File: src/verilog/cdt_timer_defines.vh
// Purpose: Register map, field positions, reset values of the countdown timer
// Assumes: Byte addresses within the timer window, 32-bit APB data
// Notes:   Definitions only
`ifndef CDT_TIMER_DEFINES_VH
`define CDT_TIMER_DEFINES_VH

// ----------------------------------------
// Register offsets
// ----------------------------------------
`define CDT_OFF_LOAD 12'h400
`define CDT_OFF_VALUE 12'h404
`define CDT_OFF_IRQ_CLEAR 12'h408
`define CDT_OFF_CONTROL 12'h40c
`define CDT_OFF_RAW_IRQ 12'h410
`define CDT_OFF_MASKED_IRQ 12'h414
`define CDT_OFF_RELOAD 12'h418
`define CDT_OFF_PREDIV 12'h41c
`define CDT_OFF_FREE_RUN 12'h420

// ----------------------------------------
// Control fields
// ----------------------------------------
`define CDT_CTL_FR_PRE_HI 23
`define CDT_CTL_FR_PRE_LO 16
`define CDT_CTL_FR_EN 9
`define CDT_CTL_DBG_HALT 8
`define CDT_CTL_EN 7
`define CDT_CTL_PERIODIC 6
`define CDT_CTL_IE 5
`define CDT_CTL_PRE_HI 3
`define CDT_CTL_PRE_LO 2
`define CDT_CTL_WIDE 1
`define CDT_CTL_ONESHOT 0
`define CDT_CTL_MASK 32'h00ff03ef

// ----------------------------------------
// Reset values and prescale codes
// ----------------------------------------
`define CDT_CTL_RESET 32'h003e0020
`define CDT_PREDIV_RESET 10'h07d
`define CDT_PRE_DIV16 2'h1
`define CDT_PRE_DIV256 2'h2

`endif
File: src/verilog/cdt_div.v
// Purpose: Programmable clock-enable divider, one tick per (div + 1) cycles
// Assumes: div may change at any time; the running count is compared with the new value at once
// Notes:   Counter holds while run is low
`timescale 1ns/1ps
module cdt_div #(
  parameter W = 10
) (
  input wire pclk,
  input wire presetn,
  input wire run,
  input wire [W-1:0] div,
  output wire tick
);

  reg [W-1:0] cnt_r;

  // Compare with >= so a lowered divisor cannot strand the counter
  assign tick = run & (cnt_r >= div);

  always @(posedge pclk or negedge presetn) begin
    if (!presetn) begin
      cnt_r <= {W{1'b0}};
    end else if (tick) begin
      cnt_r <= {W{1'b0}};
    end else if (run) begin
      cnt_r <= cnt_r + {{(W-1){1'b0}}, 1'b1};
    end
  end

endmodule // cdt_div

File: src/verilog/cdt_sync.v
// Purpose: Three-stage synchroniser with agreement filter for a pin level
// Assumes: Input is asynchronous to pclk
// Notes:   Output changes only when stages two and three agree
`timescale 1ns/1ps
module cdt_sync (
  input wire pclk,
  input wire presetn,
  input wire async_in,
  output reg level_r
);

  reg s1_r;
  reg s2_r;
  reg s3_r;

  always @(posedge pclk or negedge presetn) begin
    if (!presetn) begin
      s1_r <= 1'b0;
      s2_r <= 1'b0;
      s3_r <= 1'b0;
      level_r <= 1'b0;
    end else begin
      s1_r <= async_in;
      s2_r <= s1_r;
      s3_r <= s2_r;
      if (s2_r == s3_r) begin
        level_r <= s3_r;
      end
    end
  end

endmodule // cdt_sync

File: src/verilog/cdt_timer.v
// Purpose: Countdown timer with pending flag, interrupt mask, reload and free-running counter
// Assumes: APB3 slave with zero wait states; debug halt arrives asynchronously
// Notes:   Read data is captured in the setup cycle of a read
// Behaviour
// - Control 23:16 is free-run prescale, reset 0x3e, rate pclk/(prescale+1)
// - Control bit 8 set stops counting while the host is debug-halted
// - Control bit 6 is stored only; the countdown always reloads
// - Control bit 5 gates the pending flag onto the interrupt output
// - Prescale codes 00 and 11 apply no extra division
// - Control bit 0 is stored only; no one-shot mode exists
// - Any write to the clear register clears the pending flag, unless a zero event falls in the same cycle
// - Reading the clear register returns a fixed identification word
// - Raw status is read-only, pending flag at bit 0, zeros above
// - Pending flag sets whenever the count reaches zero, enable or not
// - Interrupt output rises only with the enable bit set
// - Masked status bit 0 equals pending AND enable, the line itself
// - Reload and load registers share one stored value
// - Writing reload leaves the current count untouched until zero
// - Writing load copies the value into the count at once
// - Timer tick is pclk divided by ten-bit pre-divider plus one
// - Control bit 9 enables the 32-bit rolling free-running counter
// - The free-running counter also stops under debug halt with bit 8
`timescale 1ns/1ps
`include "cdt_timer_defines.vh"
module cdt_timer #(
  // Identification word; value is arbitrary
  parameter [31:0] ID_VALUE = 32'h71e0c0de
) (
  input wire pclk,
  input wire presetn,
  input wire psel,
  input wire penable,
  input wire pwrite,
  input wire [11:0] paddr,
  input wire [31:0] pwdata,
  output reg [31:0] prdata,
  output wire pready,
  output wire pslverr,
  input wire dbg_halt,
  output wire timer_irq
);

  // ----------------------------------------
  // Address decode
  // ----------------------------------------
  localparam [3:0] SEL_NONE = 4'h0;
  localparam [3:0] SEL_LOAD = 4'h1;
  localparam [3:0] SEL_VALUE = 4'h2;
  localparam [3:0] SEL_CLR = 4'h3;
  localparam [3:0] SEL_CTL = 4'h4;
  localparam [3:0] SEL_RAW = 4'h5;
  localparam [3:0] SEL_MSK = 4'h6;
  localparam [3:0] SEL_RELOAD = 4'h7;
  localparam [3:0] SEL_PREDIV = 4'h8;
  localparam [3:0] SEL_FREE = 4'h9;

  function [3:0] reg_sel;
    input [11:0] a;
    begin
      case (a)
        `CDT_OFF_LOAD: reg_sel = SEL_LOAD;
        `CDT_OFF_VALUE: reg_sel = SEL_VALUE;
        `CDT_OFF_IRQ_CLEAR: reg_sel = SEL_CLR;
        `CDT_OFF_CONTROL: reg_sel = SEL_CTL;
        `CDT_OFF_RAW_IRQ: reg_sel = SEL_RAW;
        `CDT_OFF_MASKED_IRQ: reg_sel = SEL_MSK;
        `CDT_OFF_RELOAD: reg_sel = SEL_RELOAD;
        `CDT_OFF_PREDIV: reg_sel = SEL_PREDIV;
        `CDT_OFF_FREE_RUN: reg_sel = SEL_FREE;
        default: reg_sel = SEL_NONE;
      endcase
    end
  endfunction

  reg [31:0] ctl_r;
  reg [31:0] load_r;
  reg [31:0] value_r;
  reg [9:0] prediv_r;
  reg [31:0] free_r;
  reg pend_r;
  reg [7:0] pre_cnt_r;

  wire halt_sync;
  wire wr_access;
  wire rd_setup;
  wire [3:0] wr_sel;
  wire [3:0] rd_sel;

  assign wr_access = psel & penable & pwrite;
  assign rd_setup = psel & ~penable & ~pwrite;
  assign wr_sel = wr_access ? reg_sel(paddr) : SEL_NONE;
  assign rd_sel = reg_sel(paddr);
  assign pready = 1'b1;
  assign pslverr = psel & penable & (reg_sel(paddr) == SEL_NONE);

  // ----------------------------------------
  // Debug halt and tick generation
  // ----------------------------------------
  cdt_sync u_halt_sync (
    .pclk(pclk),
    .presetn(presetn),
    .async_in(dbg_halt),
    .level_r(halt_sync)
  );

  wire frozen;
  wire cd_run;
  wire fr_run;
  wire base_tick;
  wire fr_tick;
  reg cd_tick;

  assign frozen = ctl_r[`CDT_CTL_DBG_HALT] & halt_sync;
  assign cd_run = ctl_r[`CDT_CTL_EN] & ~frozen;
  assign fr_run = ctl_r[`CDT_CTL_FR_EN] & ~frozen;

  cdt_div #(.W(10)) u_tick_div (
    .pclk(pclk),
    .presetn(presetn),
    .run(cd_run),
    .div(prediv_r),
    .tick(base_tick)
  );

  cdt_div #(.W(8)) u_free_div (
    .pclk(pclk),
    .presetn(presetn),
    .run(fr_run),
    .div(ctl_r[`CDT_CTL_FR_PRE_HI:`CDT_CTL_FR_PRE_LO]),
    .tick(fr_tick)
  );

  // Codes 00 and 11 pass every base tick through
  always @* begin
    case (ctl_r[`CDT_CTL_PRE_HI:`CDT_CTL_PRE_LO])
      `CDT_PRE_DIV16: cd_tick = base_tick & (pre_cnt_r[3:0] == 4'hf);
      `CDT_PRE_DIV256: cd_tick = base_tick & (pre_cnt_r == 8'hff);
      default: cd_tick = base_tick;
    endcase
  end

  always @(posedge pclk or negedge presetn) begin
    if (!presetn) begin
      pre_cnt_r <= 8'h00;
    end else if (base_tick) begin
      pre_cnt_r <= pre_cnt_r + 8'h01;
    end
  end

  // ----------------------------------------
  // Countdown and pending flag
  // ----------------------------------------
  wire wide;
  wire [31:0] value_eff;
  wire at_zero;
  wire zero_event;
  wire [31:0] wmask;

  assign wide = ctl_r[`CDT_CTL_WIDE];
  assign wmask = wide ? 32'hffffffff : 32'h0000ffff;
  assign value_eff = value_r & wmask;
  assign at_zero = (value_eff == 32'h00000000);
  assign zero_event = cd_tick & at_zero;

  reg [31:0] value_nxt;
  always @* begin
    value_nxt = value_r;
    if (zero_event) begin
      value_nxt = load_r & wmask;
    end else if (cd_tick) begin
      value_nxt = (value_r - 32'h00000001) & wmask;
    end
    // A direct load write overrides the tick in the same cycle
    if (wr_sel == SEL_LOAD) begin
      value_nxt = pwdata & wmask;
    end
  end

  always @(posedge pclk or negedge presetn) begin
    if (!presetn) begin
      value_r <= 32'h00000000;
    end else begin
      value_r <= value_nxt;
    end
  end

  // A zero event in the clearing cycle wins, so no expiry is lost
  always @(posedge pclk or negedge presetn) begin
    if (!presetn) begin
      pend_r <= 1'b0;
    end else if (zero_event) begin
      pend_r <= 1'b1;
    end else if (wr_sel == SEL_CLR) begin
      pend_r <= 1'b0;
    end
  end

  assign timer_irq = pend_r & ctl_r[`CDT_CTL_IE];

  // ----------------------------------------
  // Software registers
  // ----------------------------------------
  always @(posedge pclk or negedge presetn) begin
    if (!presetn) begin
      ctl_r <= `CDT_CTL_RESET;
      load_r <= 32'h00000000;
      prediv_r <= `CDT_PREDIV_RESET;
    end else begin
      if (wr_sel == SEL_CTL) begin
        ctl_r <= pwdata & `CDT_CTL_MASK;
      end
      if ((wr_sel == SEL_LOAD) || (wr_sel == SEL_RELOAD)) begin
        load_r <= pwdata;
      end
      if (wr_sel == SEL_PREDIV) begin
        prediv_r <= pwdata[9:0];
      end
    end
  end

  // Free-running counter has no software clear and simply wraps
  always @(posedge pclk or negedge presetn) begin
    if (!presetn) begin
      free_r <= 32'h00000000;
    end else if (fr_tick) begin
      free_r <= free_r + 32'h00000001;
    end
  end

  // ----------------------------------------
  // Read path
  // ----------------------------------------
  reg [31:0] rd_nxt;
  always @* begin
    case (rd_sel)
      SEL_LOAD: rd_nxt = load_r;
      SEL_RELOAD: rd_nxt = load_r;
      SEL_VALUE: rd_nxt = value_eff;
      SEL_CLR: rd_nxt = ID_VALUE;
      SEL_CTL: rd_nxt = ctl_r;
      SEL_RAW: rd_nxt = {31'h0, pend_r};
      SEL_MSK: rd_nxt = {31'h0, timer_irq};
      SEL_PREDIV: rd_nxt = {22'h0, prediv_r};
      SEL_FREE: rd_nxt = free_r;
      default: rd_nxt = 32'h00000000;
    endcase
  end

  // Data is captured in setup so the access phase presents a flop
  always @(posedge pclk or negedge presetn) begin
    if (!presetn) begin
      prdata <= 32'h00000000;
    end else if (rd_setup) begin
      prdata <= rd_nxt;
    end
  end

endmodule // cdt_timer

File: config.mk
export PLATFORM = sky130hd
export DESIGN_NAME = cdt_timer
export DESIGN_NICKNAME = d
export VERILOG_FILES = /design/src/verilog/cdt_div.v /design/src/verilog/cdt_sync.v /design/src/verilog/cdt_timer.v
export VERILOG_INCLUDE_DIRS = /design/src /design/src/verilog
export SDC_FILE = /design/constraint.sdc
export NUM_CORES = 1
export LEC_CHECK = 0
export BUFFER_PORTS_ARGS = -buffer_cell sky130_fd_sc_hd__buf_2
export CORE_AREA = 2 2 171 173
export CTS_CLUSTER_SIZE = 10
export DETAILED_ROUTE_END_ITERATION = 10
export DIE_AREA = 0 0 173 175
export MAX_ROUTING_LAYER = met4
export PLACE_DENSITY = 0.61
export SYNTH_ARGS = -nofsm -noshare
export SYNTH_HDL_FRONTEND = slang
export SYNTH_SLANG_ARGS = --single-unit
File: constraint.sdc
create_clock -name pclk -period 3.3 [get_ports pclk]
set_input_delay 0.165 -clock pclk [delete_from_list [all_inputs] [get_ports pclk]]
set_output_delay 0.165 -clock pclk [all_outputs]
set_load 0.02 [all_outputs]
==> key figures <==
Logic synthesis
  – Xor-xnor portion of the synthesized cell area: 0.0657
  – Count of flip-flops with a built-in enable after synthesis: 0
  – Register area share after synthesis: 0.473
  – Count of yosys warnings during synthesis: 0
  – Post-synthesis mux area share: 0.0583
  – Mapped cell area: about 9900 sq um
  – Top post-synthesis cells by area: dfrtp_1 44%, mux2_2 5.0%, xnor2_1 4.6%
  – Post-synth net total: roughly 1.1k
  – #FFs+latches synth: roughly 190
  – Post-Synthesis Mean Instance Area: 10.0 sq um
  – Share of the synthesized area in the top cell type: 0.441
  – Cell with the most instances after synthesis: dfrtp_1
  – Count of distinct cell types in the synthesized netlist: 68
  – Instance count of the mapped netlist: ~980
  – Async set-reset flop share out of synthesis: 1.00
  – Post-synth top cells: 174 x dfrtp_1, 104 x nand2_1, 73 x nor2_1
  – Predominant post-synthesis flop cell: dfrtp_1
  – Complex-gate fraction of the synthesized area: 0.153
  – Post-synthesis simple-gate area fraction: 0.176
  – Adder-cell area share of the yosys netlist: 0.0314
  – Combinational family with the most area after synthesis: simple AND/OR/NAND/NOR gates
  – Leading area contributor after synthesis: dfrtp_1

Floorplanning
  – Height of the die: between 150 and 200 um
  – Die Footprint: about 30000 sq um
  – Total I/O pin count: between 80 and 90
  – Area of the core region: 28400 sq um
  – Standard-cell rows: 62
  – Horizontal die dimension: ~170 um
  – Starting density of the core: 0.348

Timing
  – Final number of max-transition violations: 0
  – Actual slew at the worst max-slew pin: around 0.88 ns
  – Setup violation total in the final timing report: 0
  – Max Clk Rate: between 0.3 and 0.4 GHz
  – Setup repair after global routing missed its margin: no
  – Number of hold violations in the final report: 0
  – Max transition margin: 0.410
  – Clock skew after layout: between 0.01 and 0.015 ns
  – Sum Neg Setup Slack: 0 ns
  – Post-Route Hold Slack: 0.000856 ns
  – Crit path time final: a little under 3 ns
  – Final cycle utilization of the critical path: 0.886

Finish
  – Antenna fix cells: 0
  – Filler cell count in the final layout: 2827
  – Share of post-route cells with drive strength above 1: 0.214
  – Area delta synth->final: 16.6%
  – Final core utilization: 0.405
  – Nets: approximately 1.2k

Clocking
  – Clock sinks: between 150 and 200
  – Clock Pin Slew Worst Setup and Hold Paths: 0.08 ns
  – CTS tree: yes
  – Clock H-tree levels: 4
  – Clock latency reported for the late side of the worst-skew pair: 0.44 ns
  – Buffers inserted during post-CTS setup optimization: 0
  – Clock Path Buffers: 2
  – Number of buffers added by the clock tree synthesis step: 17
  – Buffer cell driving the clock tree root: clkbuf_16

Routing
  – Vias per cell: between 5 and 6
  – Detail-routed net length per standard cell: roughly 19 um
  – Remaining antenna violation count: 0
  – Overall routed net length: 27.5 mm
  – TritonRoute pass-1 iters: 5
  – Initial DRC Count: ~590
  – Vias after detailed routing: 7934
  – Remaining design rule violation count: 0

Setup path
  – Critical path class: reg2reg
  – Required time reported for the critical path endpoint: ~3.7 ns
  – Worst path bufs/invs: 1
  – Number of cells on the worst reg-to-reg path: 9
  – Largest stage delay on the critical path: 0.72 ns
  – Critical path, cell by cell: inv_1, ha_1, a21oi_1, a211oi_1, or3_1, o21a_1, nor2_2, a22oi_1, o21ai_0
  – Slowest cell on crit path: nor2_2
  – Launch instance of the worst register-to-register path: prediv_r[4]$_DFFE_PN1N_
  – Worst-case register-to-register setup slack: 0.38 ns
  – Top Family by Delay on Critical Path: simple AND/OR/NAND/NOR gates
  – CP endpoint kind: flop
  – Reg-to-reg critical path endpoint: value_r[30]$_DFFE_PN0P_
  – Max FO, Critical Path: 17
  – Worst setup SP type: flop
  – Critical Path AT: 3.27 ns

Global route
  – Maximum number of pins on one net before global-route repair: 90
  – Gr usage total: 0.190
  – Vias in the first global route: approximately 8k
  – GRT overflow: 0
  – Initial antenna violation count: 0
  – Global-route wire length before repair: roughly 44 mm

Min path
  – Number of instances on the worst hold path: 3
  – Launch instance of the worst min-delay path: pwdata[14]
  – Path class of the lowest-slack min-delay path: in2reg
  – Hold endpoint: value_r[14]$_DFFE_PN0P_

Run status
  – Run status: completed

Power and ir drop
  – Peak supply drop: between 0.3 and 0.4 mV
  – Leakage Power: a little over 5 nW
  – Power density over the cells: 401 nW/um^2

Place
  – Final HPWL DP: ~19 mm
  – Placer Congestion: 0.870
  – Port buffer count: 83

Flow run
  – Maximum Capacitance Violations: 0
layout by cell type (no fill, tap or decap), drive strengths merged, types with 5 or more instances in the layout:
cell type,n
a21oi,34
nor2,76
a211oi,16
a221o,7
clkbuf,19
nand4,20
inv,36
dfrtp,174
a22o,8
a21o,11
a221oi,9
nand2,104
nand3,33
nor2b,5
and2,12
mux2i,8
xor2,22
a22oi,35
buf,112
or3,12
and3,13
o21ai,69
nor4,19
a222oi,11
dlygate4sd3,19
ha,24
xnor2,52
mux2,44
nor3,25
dfstp,12
tightest hold or removal path: stages:
cell and delay [ns]:
buf_2 0.11, nor2_1 0.05, nor2_1 0.07
cells by family (layout without fill, tap and decap cells):
logic type,count (synthesis),after routing
flip-flops,186,186
AND/OR/NAND/NOR,337,337
adder cells (fa/ha/maj),25,25
other,1,1
XOR/XNOR,74,74
buffers and inverters,86,192
AO/OA/AOI/OAI,222,222
multiplexers,52,52
power by group:
| part | internal (mW) | switching, mW | leakage [nW] |
|---|---|---|---|
| logic | 0.0774 | 0.148 | 2.54 |
| registers | 2.30 | 0.0206 | 2.37 |
| clock network | 1.09 | 0.975 | 0.284 |
| total | 3.47 | 1.14 | 5.19 |
final cells by class:
cell class | count | area, sq um | area share
clock inverter | 14 | 149 | 0.0129
clock buffer | 18 | 439 | 0.0382
timing repair buffer | 132 | 865 | 0.0751
inverter | 28 | 105 | 0.00913
sequential | 186 | 4670 | 0.406
multi-input combinational | 711 | 4800 | 0.417
tap | 384 | 480 | 0.0418
registers in the layout (all words and copies together), names as in the netlist:
signal,cells
pend_r,1
prdata,32
u_halt_sync.s2_r,1
u_halt_sync.level_r,1
u_halt_sync.s1_r,1
u_free_div.cnt_r,8
free_r,32
u_halt_sync.s3_r,1
prediv_r,10
ctl_r,17
u_tick_div.cnt_r,10
load_r,32
pre_cnt_r,8
value_r,32
layer usage:
metal | vias to the layer above | track usage | routed length (um)
met5 | - | - | 0
met4 | 0 | 0.0512 | 408
met3 | 30 | 0.0335 | 1360
met2 | 217 | 0.298 | 12900
met1 | 3947 | 0.255 | 12700
li1 | 3740 | - | -
repair_timing:
| item | in CTS | in global routing |
|---|---|---|
| hold endpoints to repair | 104 | 0 |
| gates resized for setup | 0 | 0 |
| hold buffers | 19 | 0 |
stage by stage:
stage	area, sq um	std cells	power [mW]	worst slack, ns
final	11500	1473	4.62	0.376
after floorplan	9870	983	2.43	0.859
after global routing	11500	1473	4.78	0.185
after CTS	11500	1473	4.66	0.424
after detailed placement	10700	1422	2.58	0.460
after global placement	10700	1422	2.58	0.552
how the worst max path moves through the flow:
| stage | startpoint | endpoint | cells after the start |
|---|---|---|---|
| final | prediv_r[4]$_DFFE_PN1N_ | value_r[30]$_DFFE_PN0P_ | 9 |
| after global placement | prediv_r[4]$_DFFE_PN1N_ | value_r[20]$_DFFE_PN0P_ | 9 |
| after global routing | prediv_r[4]$_DFFE_PN1N_ | value_r[18]$_DFFE_PN0P_ | 9 |
| after floorplan | prediv_r[4]$_DFFE_PN1N_ | value_r[26]$_DFFE_PN0P_ | 11 |
| after CTS | prediv_r[4]$_DFFE_PN1N_ | value_r[30]$_DFFE_PN0P_ | 9 |
| after detailed placement | prediv_r[4]$_DFFE_PN1N_ | value_r[16]$_DFFE_PN0P_ | 9 |
Note: power is estimated with default switching activity, not from simulation.
